## src/hw/vocoder_frame_cfg.svh

```systemverilog
// Numeric constants for the vocoder frame octet packer
`ifndef VOCODER_FRAME_CFG_SVH
`define VOCODER_FRAME_CFG_SVH

`define CNT_W           7
`define OCT_W           8
`define IDX_W           4
`define LEFT_W          4
`define FRAME_BITS_2400 7'h36
`define FRAME_BITS_1200 7'h51
`define OCTETS_2400     4'h7
`define OCTETS_1200     4'hB
`define OCTET_BITS      7'h08
`define OCTET_BITS_L    4'h8
`define OCT_POS_LAST    3'h7
`define SYNC_POS        3'h5
`define CNT_ZERO        7'h00
`define CNT_ONE         7'h01
`define POS_ZERO        3'h0
`define POS_ONE         3'h1
`define IDX_ZERO        4'h0
`define IDX_ONE         4'h1
`define LEFT_ONE        4'h1
`define OCT_ZERO        8'h00

`endif

```

## src/hw/vocoder_frame_pkg.sv

```systemverilog
// Types and shared decoding for the vocoder frame octet packer
package vocoder_frame_pkg;
  `include "vocoder_frame_cfg.svh"

  typedef enum logic {RATE_2400, RATE_1200} rate_type;
  typedef enum logic [1:0] {PACK_FILL, PACK_HOLD} pack_state_type;
  typedef enum logic [1:0] {UNP_WAIT, UNP_SHIFT} unp_state_type;

  // Information bits in one frame at the given rate
  function automatic logic [`CNT_W-1:0] frame_bits(input rate_type rate);
    frame_bits = (rate == RATE_2400) ? `FRAME_BITS_2400 : `FRAME_BITS_1200;
  endfunction : frame_bits

  // Octets taken by one frame at the given rate
  function automatic logic [`IDX_W-1:0] frame_octets(input rate_type rate);
    frame_octets = (rate == RATE_2400) ? `OCTETS_2400 : `OCTETS_1200;
  endfunction : frame_octets
endpackage : vocoder_frame_pkg

```

## src/hw/frame_unpacker.sv

```systemverilog
// Octet stream to serial frame bit unpacker
`timescale 1ns/1ps
`include "vocoder_frame_cfg.svh"

module frame_unpacker (
  input  wire logic                       core_clk,
  input  wire logic                       rst_n,
  input  wire vocoder_frame_pkg::rate_type rx_rate_sel,
  input  wire logic [`OCT_W-1:0]          rx_octet,
  input  wire logic                       rx_octet_valid,
  output logic                            rx_octet_ready,
  output logic                            rx_bit,
  output logic                            rx_bit_valid,
  input  wire logic                       rx_bit_ready,
  output logic                            rx_bit_last,
  output logic                            rx_frame_valid,
  output logic                            rx_sync_err
);
  import vocoder_frame_pkg::*;

  unp_state_type          state_r;
  logic [`OCT_W-1:0]      sh_r;
  logic [`LEFT_W-1:0]     left_r;
  logic                   last_oct_r;
  logic [`CNT_W-1:0]      bit_cnt_r;
  rate_type               rate_r;
  rate_type               rate_cur;
  logic [`CNT_W-1:0]      rem;
  logic                   last_oct;
  logic [`LEFT_W-1:0]     take;
  logic                   accept;
  logic                   shift;
  logic                   sync_prev_r;
  logic                   sync_seen_r;
  logic                   sync_bit;

  // ---------------------------------------------------------------
  // Octet intake
  // ---------------------------------------------------------------
  assign rx_octet_ready = (state_r == UNP_WAIT);
  assign accept         = rx_octet_ready && rx_octet_valid;
  assign rate_cur       = (bit_cnt_r == `CNT_ZERO) ? rx_rate_sel : rate_r;
  assign rem            = frame_bits(rate_cur) - bit_cnt_r;
  assign last_oct       = (rem <= `OCTET_BITS);
  // Pad positions above the count are never shifted out
  assign take           = last_oct ? rem[`LEFT_W-1:0] : `OCTET_BITS_L;
  assign shift          = (state_r == UNP_SHIFT) && rx_bit_ready;
  assign sync_bit       = rx_octet[`SYNC_POS];

  always_ff @(posedge core_clk) begin
    if (!rst_n) begin
      state_r <= UNP_WAIT;
    end else begin
      unique case (state_r)
        UNP_WAIT:  if (accept) state_r <= UNP_SHIFT;
        UNP_SHIFT: if (shift && left_r == `LEFT_ONE) state_r <= UNP_WAIT;
        default:   state_r <= UNP_WAIT;
      endcase
    end
  end

  always_ff @(posedge core_clk) begin
    if (!rst_n) begin
      bit_cnt_r <= `CNT_ZERO;
      rate_r    <= RATE_2400;
    end else if (accept) begin
      // Every frame restarts at a fresh octet
      bit_cnt_r <= last_oct ? `CNT_ZERO : bit_cnt_r + `OCTET_BITS;
      rate_r    <= rate_cur;
    end
  end

  // ---------------------------------------------------------------
  // Serial bit delivery, LSB first
  // ---------------------------------------------------------------
  always_ff @(posedge core_clk) begin
    if (!rst_n) begin
      sh_r       <= `OCT_ZERO;
      left_r     <= `LEFT_W'(0);
      last_oct_r <= 1'b0;
    end else if (accept) begin
      sh_r       <= rx_octet;
      left_r     <= take;
      last_oct_r <= last_oct;
    end else if (shift) begin
      sh_r       <= {1'b0, sh_r[`OCT_W-1:1]};
      left_r     <= left_r - `LEFT_ONE;
    end
  end

  assign rx_bit       = sh_r[0];
  assign rx_bit_valid = (state_r == UNP_SHIFT);
  assign rx_bit_last  = last_oct_r && (left_r == `LEFT_ONE);

  always_ff @(posedge core_clk) begin
    if (!rst_n) begin
      rx_frame_valid <= 1'b0;
    end else begin
      rx_frame_valid <= accept && last_oct;
    end
  end

  // ---------------------------------------------------------------
  // Alternation of the final bit of a 2400 frame
  // ---------------------------------------------------------------
  always_ff @(posedge core_clk) begin
    if (!rst_n) begin
      sync_prev_r <= 1'b0;
      sync_seen_r <= 1'b0;
      rx_sync_err <= 1'b0;
    end else begin
      rx_sync_err <= 1'b0;
      if (accept && last_oct && rate_cur == RATE_2400) begin
        sync_prev_r <= sync_bit;
        sync_seen_r <= 1'b1;
        rx_sync_err <= sync_seen_r && (sync_bit == sync_prev_r);
      end
    end
  end
endmodule : frame_unpacker

```

## src/hw/vocoder_frame_octet_packer.sv

```systemverilog
// Vocoder frame octet packer with its receive-side unpacker
`timescale 1ns/1ps
`include "vocoder_frame_cfg.svh"

// Summary of operation
// - each frame starts in a fresh octet whatever the previous length was.
// - inside an octet earlier frame bits sit in lower positions.
// - frame bit one lands in the LSB of the frame's first octet.
// - a 54-bit frame at 2400 bit/s fills exactly seven octets.
// - an 81-bit frame at 1200 bit/s fills exactly eleven octets.
// - leftover positions lie only at the top of the final octet.
// - at 2400 the seventh octet holds bits 49-54, two pad bits above.
// - at 1200 the eleventh octet holds bit 81, seven pad bits above.
// - the packer sends every pad bit as zero.
// - the unpacker ignores pad bit values entirely.
// - bit n goes to octet (n-1)/8+1, bit position (n-1) mod 8 with the LSB as zero.
// - the final 2400 frame bit alternates between zero and one; a repeat is only flagged on tx_sync_err and rx_sync_err.
// - a 2400 frame is always 54 bits, bit one first, 54 last.
module vocoder_frame_octet_packer (
  input  wire logic                        core_clk,
  input  wire logic                        rst_n,
  input  wire vocoder_frame_pkg::rate_type tx_rate_sel,
  input  wire logic                        tx_bit,
  input  wire logic                        tx_bit_valid,
  output logic                             tx_bit_ready,
  output logic [`OCT_W-1:0]                tx_octet,
  output logic [`IDX_W-1:0]                tx_octet_index,
  output logic                             tx_octet_valid,
  input  wire logic                        tx_octet_ready,
  output logic                             tx_octet_last,
  output logic                             tx_sync_err,
  input  wire vocoder_frame_pkg::rate_type rx_rate_sel,
  input  wire logic [`OCT_W-1:0]           rx_octet,
  input  wire logic                        rx_octet_valid,
  output logic                             rx_octet_ready,
  output logic                             rx_bit,
  output logic                             rx_bit_valid,
  input  wire logic                        rx_bit_ready,
  output logic                             rx_bit_last,
  output logic                             rx_frame_valid,
  output logic                             rx_sync_err
);
  import vocoder_frame_pkg::*;

  pack_state_type         state_r;
  logic [`OCT_W-1:0]      acc_r;
  logic [2:0]             pos_r;
  logic [`CNT_W-1:0]      bit_cnt_r;
  logic [`IDX_W-1:0]      idx_r;
  rate_type               rate_r;
  rate_type               rate_cur;
  logic                   take_bit;
  logic                   frame_end;
  logic                   octet_full;
  logic [`OCT_W-1:0]      acc_with_bit;
  logic                   pop;
  logic                   sync_prev_r;
  logic                   sync_seen_r;

  // ---------------------------------------------------------------
  // Bit intake
  // ---------------------------------------------------------------
  // One octet of staging only: the source stalls while an octet
  // waits, trading throughput for a small footprint.
  assign tx_bit_ready = (state_r == PACK_FILL);
  assign take_bit     = tx_bit_ready && tx_bit_valid;
  // Rate is sampled on the first bit and held for the frame
  assign rate_cur     = (bit_cnt_r == `CNT_ZERO) ? tx_rate_sel : rate_r;
  // Frame length is fixed by rate
  assign frame_end    = (bit_cnt_r == frame_bits(rate_cur) - `CNT_ONE);
  assign octet_full   = (pos_r == `OCT_POS_LAST);
  assign pop          = tx_octet_valid && tx_octet_ready;

  // Place the new bit at its position, LSB first
  always_comb begin
    acc_with_bit        = acc_r;
    acc_with_bit[pos_r] = tx_bit;
  end

  always_ff @(posedge core_clk) begin
    if (!rst_n) begin
      state_r <= PACK_FILL;
    end else begin
      unique case (state_r)
        PACK_FILL: if (take_bit && (octet_full || frame_end)) begin
          state_r <= PACK_HOLD;
        end
        PACK_HOLD: if (pop) state_r <= PACK_FILL;
        default:   state_r <= PACK_FILL;
      endcase
    end
  end

  always_ff @(posedge core_clk) begin
    if (!rst_n) begin
      bit_cnt_r <= `CNT_ZERO;
      rate_r    <= RATE_2400;
    end else if (take_bit) begin
      bit_cnt_r <= frame_end ? `CNT_ZERO : bit_cnt_r + `CNT_ONE;
      rate_r    <= rate_cur;
    end
  end

  // Position resets at frame end so the next frame starts aligned
  always_ff @(posedge core_clk) begin
    if (!rst_n) begin
      pos_r <= `POS_ZERO;
    end else if (take_bit) begin
      pos_r <= frame_end ? `POS_ZERO : pos_r + `POS_ONE;
    end
  end

  // Accumulator clears after each octet, so unused high positions
  // of the final octet are zero
  always_ff @(posedge core_clk) begin
    if (!rst_n) begin
      acc_r <= `OCT_ZERO;
    end else if (take_bit) begin
      acc_r <= (octet_full || frame_end) ? `OCT_ZERO : acc_with_bit;
    end
  end

  // ---------------------------------------------------------------
  // Octet output
  // ---------------------------------------------------------------
  always_ff @(posedge core_clk) begin
    if (!rst_n) begin
      tx_octet      <= `OCT_ZERO;
      tx_octet_last <= 1'b0;
    end else if (take_bit && (octet_full || frame_end)) begin
      tx_octet      <= acc_with_bit;
      tx_octet_last <= frame_end;
    end
  end

  assign tx_octet_valid = (state_r == PACK_HOLD);

  // Index counts up within a frame and restarts after the last octet
  always_ff @(posedge core_clk) begin
    if (!rst_n) begin
      idx_r          <= `IDX_ZERO;
      tx_octet_index <= `IDX_ZERO;
    end else if (take_bit && (octet_full || frame_end)) begin
      tx_octet_index <= idx_r;
      idx_r <= frame_end ? `IDX_ZERO : idx_r + `IDX_ONE;
    end
  end

  // ---------------------------------------------------------------
  // Alternation watch on the final 2400 bit
  // ---------------------------------------------------------------
  // Flags only; the coder owns the bit, so it is passed unchanged.
  always_ff @(posedge core_clk) begin
    if (!rst_n) begin
      sync_prev_r <= 1'b0;
      sync_seen_r <= 1'b0;
      tx_sync_err <= 1'b0;
    end else begin
      tx_sync_err <= 1'b0;
      if (take_bit && frame_end && rate_cur == RATE_2400) begin
        sync_prev_r <= tx_bit;
        sync_seen_r <= 1'b1;
        tx_sync_err <= sync_seen_r && (tx_bit == sync_prev_r);
      end
    end
  end

  // ---------------------------------------------------------------
  // Receive side
  // ---------------------------------------------------------------
  frame_unpacker u_unpacker (
    .core_clk       (core_clk),
    .rst_n          (rst_n),
    .rx_rate_sel    (rx_rate_sel),
    .rx_octet       (rx_octet),
    .rx_octet_valid (rx_octet_valid),
    .rx_octet_ready (rx_octet_ready),
    .rx_bit         (rx_bit),
    .rx_bit_valid   (rx_bit_valid),
    .rx_bit_ready   (rx_bit_ready),
    .rx_bit_last    (rx_bit_last),
    .rx_frame_valid (rx_frame_valid),
    .rx_sync_err    (rx_sync_err)
  );
endmodule : vocoder_frame_octet_packer

```

## config.mk

```make
export PLATFORM = sky130hd
export DESIGN_NAME = vocoder_frame_octet_packer
export DESIGN_NICKNAME = d
export VERILOG_FILES = /design/src/hw/vocoder_frame_pkg.sv /design/src/hw/frame_unpacker.sv /design/src/hw/vocoder_frame_octet_packer.sv
export VERILOG_INCLUDE_DIRS = /design/src /design/src/hw
export SDC_FILE = /design/constraint.sdc
export NUM_CORES = 1
export LEC_CHECK = 0
export ABC_AREA = 1
export BUFFER_PORTS_ARGS = -buffer_cell sky130_fd_sc_hd__buf_2
export CORE_UTILIZATION = 55
export DETAILED_ROUTE_END_ITERATION = 12
export HOLD_SLACK_MARGIN = 0.02
export PLACE_DENSITY = 0.8
export SLEW_MARGIN = 20
export SYNTH_ARGS = -nofsm -noshare
export SYNTH_HDL_FRONTEND = slang
export SYNTH_HIERARCHICAL = 1
export SYNTH_SLANG_ARGS = --single-unit
export TNS_END_PERCENT = 10
```

## constraint.sdc

```tcl
create_clock -name core_clk -period 2.1 [get_ports core_clk]
set_input_delay 0.63 -clock core_clk [delete_from_list [all_inputs] [get_ports core_clk]]
set_output_delay 0.63 -clock core_clk [all_outputs]
set_load 0.1 [all_outputs]
```

Word level (Yosys, flattened, before mapping)
Index checks and enable logic that the tools add are counted.
{ "word_totals": {"regBits": 68, "in_bits": 17, "output_inout_bits": 22, "word_cells": 92} }
{ "classes": {"n_addsub": 7, "magnitude_cmp": 3, "n_eq_ne": 11, "muxes": 23, "bitwise": 2, "reduce_logical": 24} }
{ "ops": {"columns": ["operator", "count"], "rows": [
  ["7-bit two-way mux", 4],
  ["8-bit two-way mux", 3],
  ["4-bit two-way mux", 4],
  ["1-bit logical AND", 14],
  ["7-bit zero test", 2],
  ["8-bit bitwise mux", 1],
  ["2-bit two-way mux", 4],
  ["2-bit one-hot mux with 2 select lines", 2],
  ["2-bit AND reduction", 4],
  ["7-bit by 1-bit adder with 7-bit output, second input constant", 1],
  ["7-bit by 4-bit adder with 7-bit output, second input constant", 1],
  ["7-bit equality test", 1],
  ["7-bit by 4-bit less-or-equal comparator with 1-bit output, second input constant", 1],
  ["7-bit by 1-bit subtractor with 7-bit output, second input constant", 1],
  ["7-bit subtractor", 1],
  ["2-bit by 1-bit != test with 1-bit output, second input constant", 3],
  ["4-bit by 1-bit adder with 4-bit output, second input constant", 1],
  ["2-bit by 1-bit equality test with 1-bit output, second input constant", 2],
  ["4-bit by 1-bit equality test with 1-bit output, second input constant", 1],
  ["2-bit zero test", 2],
  ["3-bit by 4-bit less-than comparator with 1-bit output, second input constant", 1],
  ["4-bit by 1-bit subtractor with 4-bit output, second input constant", 1],
  ["3-bit by 1-bit adder with 3-bit output, second input constant", 1],
  ["1-bit demux with 3-bit select", 1],
  ["other kinds (9)", 13]
]} }

Longest topological paths before layout
Gate-level depths: netlist (run 1).
{ "logic_depth": {"word_depth": 9, "ltp_mapped": 14, "mapped_depth_nobuf": 14} }

By module
The synthesis (run 1) kept the hierarchy.
{ "modules_own_cells": {"columns": ["mod", "n_inst", "cells_each", "area_each_um2", "seq_area_each_um2"], "rows": [
  ["vocoder_frame_octet_packer", 1, 238, 1813.0, 800.8],
  ["frame_unpacker", 1, 157, 1187.4, 460.4]
]} }

Worst setup path before layout (run 1)
No wires, ideal clock.
{ "synth_path": {"path_type": "reg2reg", "startpoint": "register state_r[0]", "endpoint": "register rate_r (netlist name)", "setup_ns": 0.116, "arrival_ns": 2.356, "required_ns": 1.984, "setup_slack_ns": -0.372, "path_stages_with_launch": 8, "n_path_buf": 2, "synth_period_minus_slack_ns": 2.472, "path_cell_list": "dfxtp_1 > inv_2 > nand2_1 > inv_2 > buf_2 > buf_2 > o211ai_1 > inv_1"} }
{ "synth_lines": {"columns": ["item", "line", "source"], "rows": [
  ["start: declaration", "vocoder_frame_octet_packer.sv:45", "pack_state_type state_r;"],
  ["start signal: assignment", "vocoder_frame_octet_packer.sv:82", "state_r <= PACK_FILL;"],
  ["start signal: assignment", "vocoder_frame_octet_packer.sv:86", "state_r <= PACK_HOLD;"],
  ["start signal: assignment", "vocoder_frame_octet_packer.sv:88", "PACK_HOLD: if (pop) state_r <= PACK_FILL;"]
]} }

Worst setup path in the final report (run 1)
{ "layout_path": {"startpoint": "register u_unpacker.left_r[1]", "endpoint": "output rx_bit_last"} }
{ "layout_between": {"elab_chain_len": 2} }
{ "layout_rtl": {"columns": ["item", "line", "source"], "rows": [
  ["start: declaration", "frame_unpacker.sv:23", "logic [`LEFT_W-1:0] left_r;"],
  ["start signal: assignment", "frame_unpacker.sv:79", "left_r <= `LEFT_W'(0);"],
  ["start signal: assignment", "frame_unpacker.sv:83", "left_r <= take;"],
  ["start signal: assignment", "frame_unpacker.sv:87", "left_r <= left_r - `LEFT_ONE;"],
  ["4-bit by 1-bit equality test with 1-bit output (no source line)", null, null],
  ["1-bit logical AND", "frame_unpacker.sv:93", "assign rx_bit_last = last_oct_r && (left_r == `LEFT_ONE);"],
  ["end: declaration", "vocoder_frame_octet_packer.sv:39", "output logic rx_bit_last,"]
]} }
Every way passes these cells.

==> results of run 1 <==
==> stage by stage <==
stage                     setup TNS [ns]  cell area, um2   util  instances  hold slack, ns
after floorplan                    -2.33            3000      -        395           0.423
after global placement                 0            3270  0.633        499           0.431
after detailed placement               0            3270  0.633        499           0.441
after CTS                              0            3470  0.671        515           0.456
after global routing                   0            3470  0.672        515           0.482
final                                  0            3470  0.672        515           0.456
==> kinds of logic (layout without fill, tap and decap cells) <==
logic type,Yosys count,count (layout),synth area share
flip-flops,63,63,0.420
buffers and inverters,52,102,0.0755
adder cells (fa/ha/maj),11,11,0.0459
AO/OA/AOI/OAI,86,86,0.153
XOR/XNOR,8,8,0.0234
AND/OR/NAND/NOR,175,175,0.282
==> cell type report <==
type                            instances  area [um2]
Timing Repair Buffer                   48         268
Clock inverter                          7        72.6
Inverter                               38         143
Sequential cell                        63        1260
Multi-Input combinational cell        280        1520
Clock buffer                            9         124
Tap cell                               70        87.6
Fill cell                             430        1700
==> state kept, by name, indices dropped and copies added (netlist names), 3 cells and up <==
name                  count
u_unpacker/bit_cnt_r      4
tx_octet_index            4
pos_r                     3
idx_r                     4
tx_octet                  8
bit_cnt_r                 7
u_unpacker/left_r         4
u_unpacker/sh_r           8
acc_r                     8
==> layout by cell type, fill, tap and decap left out, drive strengths merged, types with 5 or more instances in the layout <==
master	synthesis	routed
nor3	7	7
nand3	33	33
nand4	19	19
nor2	33	33
inv	37	38
buf	10	48
dfxtp	63	63
clkbuf	4	9
xor2	6	6
o21ai	27	27
ha	11	11
a21oi	49	49
nand2	79	79
o22ai	5	5
==> power breakdown <==
part,internal (mW),leakage (nW),switching [mW]
logic,0.131,0.841,0.257
registers,1.24,0.514,0.0396
clock network,0.549,0.0956,0.504
total,1.92,1.45,0.800
==> path summary, 6_finish.rpt <==
path,slack [ns],to,start
min reg2reg,0.46,tx_sync_err,sync_seen_r
max reg2reg,0.22,u_unpacker/sync_prev_r,u_unpacker/bit_cnt_r[3]
min,0.46,tx_sync_err,sync_seen_r
max,0.12,rx_bit_last,u_unpacker/left_r[1]
==> routing by layer <==
metal	share of wire	GRT usage
met2	0.48	0.387
met5	0	0
met3	0.047	0.0529
met4	0.015	0.111
met1	0.46	0.293
==> critical path: cells and delay by family (launching register included) <==
family,cells,cell delay (ns)
buffers and inverters,2,0.37
flip-flops,1,0.33
AND/OR/NAND/NOR,2,0.16
adder cells (fa/ha/maj),1,0.15
==> what timing repair did <==
action | CTS | global route
endpoints found under the setup margin | 1 | 1
pin swaps | 0 | 1
resized for setup | 1 | 1
hold buffers | 0 | 0
gates cloned | 0 | 0
==> results.md, run 1 <==
Power:
- The worst-case IR drop observed on VDD is 0.573 mV.
- In this run the power density over the cells is 783 mW/mm2.
- In this run the static leakage power is 1.45 nW.
- The overall power consumption is 2.72 mW.

CTS:
- The number of clock buffers inserted by TritonCTS is 9.
- The clock net sink count is 63.
- The tree is rooted in a clkbuf_8.
- The deepest level of the CTS H-tree is 3.
- The number of buffers added for setup after CTS is 0.
- The clock transition time at the flip-flop clock pins of the worst setup and hold paths is 0.08 ns.
- The TritonCTS clock tree is built.
- Counting along the longest clock path gives a buffer depth of 2.
- The later pin in the worst-skew pair is clocked with a latency of 0.35 ns.

Setup path:
- Traced cell by cell, the critical path runs through inv_1, ha_1, nand2_1, nor2_2, buf_4.
- The maximum cell stage delay along the critical path is 0.33 ns.
- For the worst setup path, the data arrival time is 1.35 ns.
- For the worst setup path, the data required time is 1.47 ns.
- The critical path is of the flop to primary output type.
- The path depth of the worst reg2reg path is 11.
- STA classifies the critical path endpoint as a primary output.
- Of all nets on the critical path, the largest fanout is 3.
- The critical path launch point type is a flop.
- For this design, the slowest cell found on the critical path is dfxtp_1.

Final layout:
- The area overhead of the layout relative to synthesis is 15.8%.
- After the last flow step, the layout net total stands at 468.
- The antenna diode instance count is 0.
- In the final layout, the share of cells above drive strength 1 is 0.216.

STA:
- The post-route clock period utilization is 0.943.
- Counting I/O delays and the setup requirement, the final critical path takes 1.98 ns.
- The worst-margin pin slew is 0.487 ns.
- On the final layout, the worst clock skew is 0.0131 ns.
- The final setup violation count is 0.
- Measured against its own limit, the worst slew margin works out to 0.677.
- The hold violation total from the final report is 0.
- The final worst slack is 0.119 ns.
- The upper clock frequency limit is 505 MHz.
- Setup repair after global routing left no endpoint under its margin.
- The number of pins with negative max-slew slack in the final report came to 0.

Place:
- The weighted congestion at the end of routability-driven global placement is 0.822.
- The HPWL after detailed placement is 4.31 mm.
- The count of input and output buffers is 38.
- Before CTS, the worst setup slack after placement is 0.0101 ns.

Hold path:
- The path class of the tightest hold or removal check is flop to flop.
- The number of cells traversed by the worst hold path is 2.

Die:
- The number of top-level pins is 39.
- The die covers 0.00575 mm2.
- The die is 75.9 um wide.
- The number of standard-cell rows in the floorplan is 26.
- The placeable core region is 0.00517 mm2.
- The die is 75.9 um tall.
- The initial utilization of the core area, before any placement, comes to 0.580.

Global routing:
- The leftover overflow at the end of global routing is 0.
- The number of antenna violations at the first check in global routing is 0.
- The first-pass GRT wire length is 10.2 mm.
- The number of global-route vias before repair was 2367.
- In the global route stage, overall resource usage came out at 0.236.
- Entering global routing, the biggest net connects 30 pins.

Drt:
- After detailed routing, the number of vias per cell comes to 5.43.
- After detailed routing, the number of remaining DRC violations is 0.
- Wires add up to 6.28 mm.
- The first detailed-routing pass took 4 iterations.
- The final route contains 2796 vias.
- The number of antenna-violating nets in the routed design is 0.
- The routed wirelength normalized by instance count is 12.2 um.
- The number of DRC markers after the initial detailed-route iteration is 176.

Synthesis:
- Synthesis instantiated 34 different standard cells from the library.
- Dividing the synthesized area by the synthesized cell count gives 7.60 um2.
- After technology mapping, the gate count stands at 395.
- In this run the cell area of the synthesized design comes to 0.00300 mm2.
- For this run, asynchronously set or reset flops after synthesis account for 0.
- The count of yosys warnings during synthesis is 6.
- The area fraction of the dominant cell type after synthesis is 0.420.
- The post-synthesis net count is 423.
- The primary flip-flop cell chosen by synthesis mapping is dfxtp_1.
- The cell with the most instances after synthesis is nand2_1.
- The commonest cells after synthesis are nand2_1, dfxtp_1, a21oi_1.
- The dominant cell type by area after synthesis is dfxtp_1.
- After synthesis, the cell types taking the most area are dfxtp_1, nand2_1, a21oi_1.
- The synthesized design contains 0 enable-type register cells.
- Counting flops and latches in the post-synthesis netlist gives 63.
- The share of synthesized area occupied by flip-flops and latches is 0.420.

Run status:
- The flow ran to the end, and the final reports show no timing, DRC or antenna violations.

Run:
- The number of max-cap violations is 0.
No activity file was read; power rests on OpenSTA's default activity.
==> run 2, diff against run 1 <==
==> constraint.sdc (replaced) <==
create_clock -name core_clk -period 2.1 [get_ports core_clk]
set_input_delay 0.63 -clock core_clk [delete_from_list [all_inputs] [get_ports core_clk]]
set_output_delay 0.63 -clock core_clk [all_outputs]
set_load 0.005 [all_outputs]
==> results.md, run 2 (synthesis results as in run 1) <==
Run status:
- The flow ran to the end, and the final reports show no timing, DRC or antenna violations.

Hold path:
- The worst hold path passes through 2 cells.
- The worst hold endpoint is tx_sync_err.
- The path class of the tightest hold or removal check is flop to flop.
- In this run the most critical hold path is launched from sync_seen_r.

Final layout:
- Measured on the finished design, the core utilization comes to 0.675.
- The antenna diode instance count is 0.
- In the final layout, the registers with the most flip-flops are acc_r (8), tx_octet (8), u_unpacker/sh_r (8).
- In the final layout, the multi-input gates occupy 0.00151 mm2.
- In the final layout, flip-flops and latches occupy 0.00126 mm2.
- The number of fill cells is 430.
- Compared with the post-synthesis result, the final layout area differs by 16.4%.
- The library cell used most frequently in the layout, excluding fill and tap cells, is nand2_1.
- In the layout the commonest cells are nand2_1, dfxtp_1, a21oi_1, buf_2.
- The final layout contains 470 nets.
- The ratio of cells with drive above 1 in the final layout is 0.210.
- For this run, the number of standard cells in the final layout without fillers is 517.

Power:
- The areal power density over the cells is 779 mW/mm2.
- The share of total power in the clock network is 0.400.
- Of the total power, the share spent switching nets is 0.259.
- IR analysis of the VDD net gives a maximum drop of 0.477 mV.
- The analysis attributes to cell leakage a power of 1.47 nW.
- Of the total power, registers draw 0.470.
- In this run the power spent charging and discharging nets is 705 uW.
- The share of total power dissipated in combinational logic is 0.130.
- The internal power summed over all cells is 2.02 mW.

STA:
- The upper clock frequency limit is 526 MHz.
- The final critical delay including setup and external delays is 1.90 ns.
- Dividing the final minimum period by the clock period gives 0.905.
- Setup violations remaining at the end of the flow were counted as 0.
- The clock tree skew after final layout is 0.00571 ns.
- The hold violation total from the final report is 0.
- At the pin with the least slew margin, the transition time is 0.412 ns.
- Setup repair after global routing left no endpoint under its margin.
- After routing, the total negative slack on setup checks comes to 0 ns.
- Measured against its own limit, the worst slew margin works out to 0.725.
- The number of pins with negative max-slew slack in the final report came to 0.

Setup path:
- Along the worst path, the maximum fanout reaches 6.
- The worst flop-to-flop path endpoint is u_unpacker/sync_prev_r.
- The path depth of the worst reg2reg path is 11.
- The worst setup path is launched from a flop.
- The startpoint identified for the worst register-to-register timing path is u_unpacker/bit_cnt_r[3].
- The type of element capturing the critical path is a flop.
- The maximum cell stage delay along the critical path is 0.37 ns.
- The slowest stage of the critical path belongs to the cell dfxtp_1.
- For flop-to-flop paths, the worst setup slack is 0.20 ns.
- The signal on the critical path passes through nor2_2, nand2_1, nand2_1, nand2_2, ha_1, nand2_1, nand3_1, nand2_2, nand4_1, o21ai_1, a21oi_1.
- The endpoint required time on the critical path is 2.32 ns.
- STA puts the critical path data arrival time at 2.12 ns.
- The critical path in this run is classified as flop to flop.
- The cell seen most often among critical-path stages is nand2_1.

Drt:
- In this run the remaining antenna-violating nets after routing total 0.
- The per-cell via count in the routed design is 5.39.
- The number of detailed-route iterations in the first pass is 4.
- After detailed routing, the number of remaining DRC violations is 0.
- After detailed routing, the total wire length is 6.32 mm.
- Across all layers, the routed design uses 2789 vias.
- The number of DRC markers after the initial detailed-route iteration is 198.
- The routed wirelength normalized by instance count is 12.2 um.

CTS:
- For the worst-skew pair, the clock arrives at the later sink with an insertion delay of 0.33 ns.
- The deepest level of the CTS H-tree is 3.
- The TritonCTS clock tree is built.
- TritonCTS created 9 clock buffers.
- The cts-stage hold buffer count is 0.
- The longest clock path from root to sink contains 2 buffers.
- The library cell used as clock root buffer is clkbuf_8.
- In this run, post-CTS repair resized a total of 0 instances.
- For this design, the sink count on the clock tree is 63.
- Clock-pin slew was measured on the worst setup and hold paths at 0.07 ns.
- The number of buffers added for setup after CTS is 0.

Die:
- The region available for standard cell placement spans 0.00517 mm2.
- The horizontal extent of the die is 75.9 um.
- The area of the die is 0.00575 mm2.
- The initial cell density of the core is 0.580.
- For this design the top-level I/O count stands at 39.
- From bottom edge to top edge, the die measures 75.9 um.
- The number of standard-cell rows in the floorplan is 26.

Global routing:
- The first-pass GRT wire length is 10.5 mm.
- The number of global-route vias before repair came to 2509.
- The leftover overflow at the end of global routing is 0.
- The number of antenna violations at the first check in global routing is 0.
- The pin count of the biggest net entering global routing is 19.
- For this run, the total global-route usage over all layers was measured as 0.244.

Run:
- The number of max-cap violations is 0.

Place:
- The count of input and output buffers is 38.
- The congestion estimate from routability-driven global placement came to 0.803.
- The HPWL after detailed placement is 4.48 mm.
- The number of placed instances, taps included is 501.
-- run 2: worst max path at each step --
| stage | from | endpoint | slack [ns] | cells after the start |
|---|---|---|---|---|
| 2_1_floorplan | rx_rate_sel | u_unpacker/sync_prev_r | 0.15 | 9 |
| 3_3_place_gp | rx_rate_sel | u_unpacker/sync_prev_r | 0.09 | 10 |
| 3_5_place_dp | rx_rate_sel | u_unpacker/sync_prev_r | 0.03 | 10 |
| 4_1_cts | u_unpacker/bit_cnt_r[3] | u_unpacker/sync_prev_r | 0.20 | 11 |
| 5_1_grt | u_unpacker/bit_cnt_r[3] | u_unpacker/bit_cnt_r[5] | 0.008 | 13 |
| 6_report | u_unpacker/bit_cnt_r[3] | u_unpacker/sync_prev_r | 0.20 | 11 |
-- run 2: final cells by class --
cell class | count | share of cell area
inverters | 38 | 0.0408
repair buffers | 50 | 0.0802
well taps | 70 | 0.0251
multi-input cells | 280 | 0.433
flip-flops and latches | 63 | 0.361
clock inverters | 3 | 0.0115
clock buffers | 13 | 0.0484
-- run 2: layer usage --
| layer | vias up | global-route usage | wire length (um) |
|---|---|---|---|
| met4 | 0 | 0.128 | 159 |
| met1 | 1269 | 0.286 | 2770 |
| met3 | 18 | 0.0489 | 279 |
| li1 | 1431 | - | - |
| met5 | - | 0 | 0 |
| met2 | 71 | 0.420 | 3110 |
-- run 2: metrics by stage --
| step | worst slack [ns] | hold WS (ns) | total power, mW | area (um2) |
|---|---|---|---|---|
| 6_report | 0.200 | 0.455 | 2.72 | 3490 |
| 5_1_grt | 0.00816 | 0.478 | 2.84 | 3490 |
| 4_1_cts | 0.198 | 0.455 | 2.75 | 3490 |
| 3_5_place_dp | 0.0277 | 0.444 | 1.65 | 3280 |
| 3_3_place_gp | 0.0934 | 0.436 | 1.64 | 3280 |
| 2_1_floorplan | 0.154 | 0.423 | 1.56 | 3000 |
-- run 2: worst max-delay path: cells and delay by family (launching register included) --
kind            cells  cell delay [ns]
compound gates      2             0.23
fa+ha+maj           1             0.31
flops               1             0.37
simple gates        8             0.86
-- run 2: power by group through the flow --
stage	clock, mW	combinational [mW]	sequential (mW)
floorplan	0	0.261	1.30
CTS	1.12	0.353	1.28
finish	1.09	0.353	1.28
global route	1.15	0.400	1.29
global placement	0	0.335	1.30
detailed placement	0	0.349	1.30
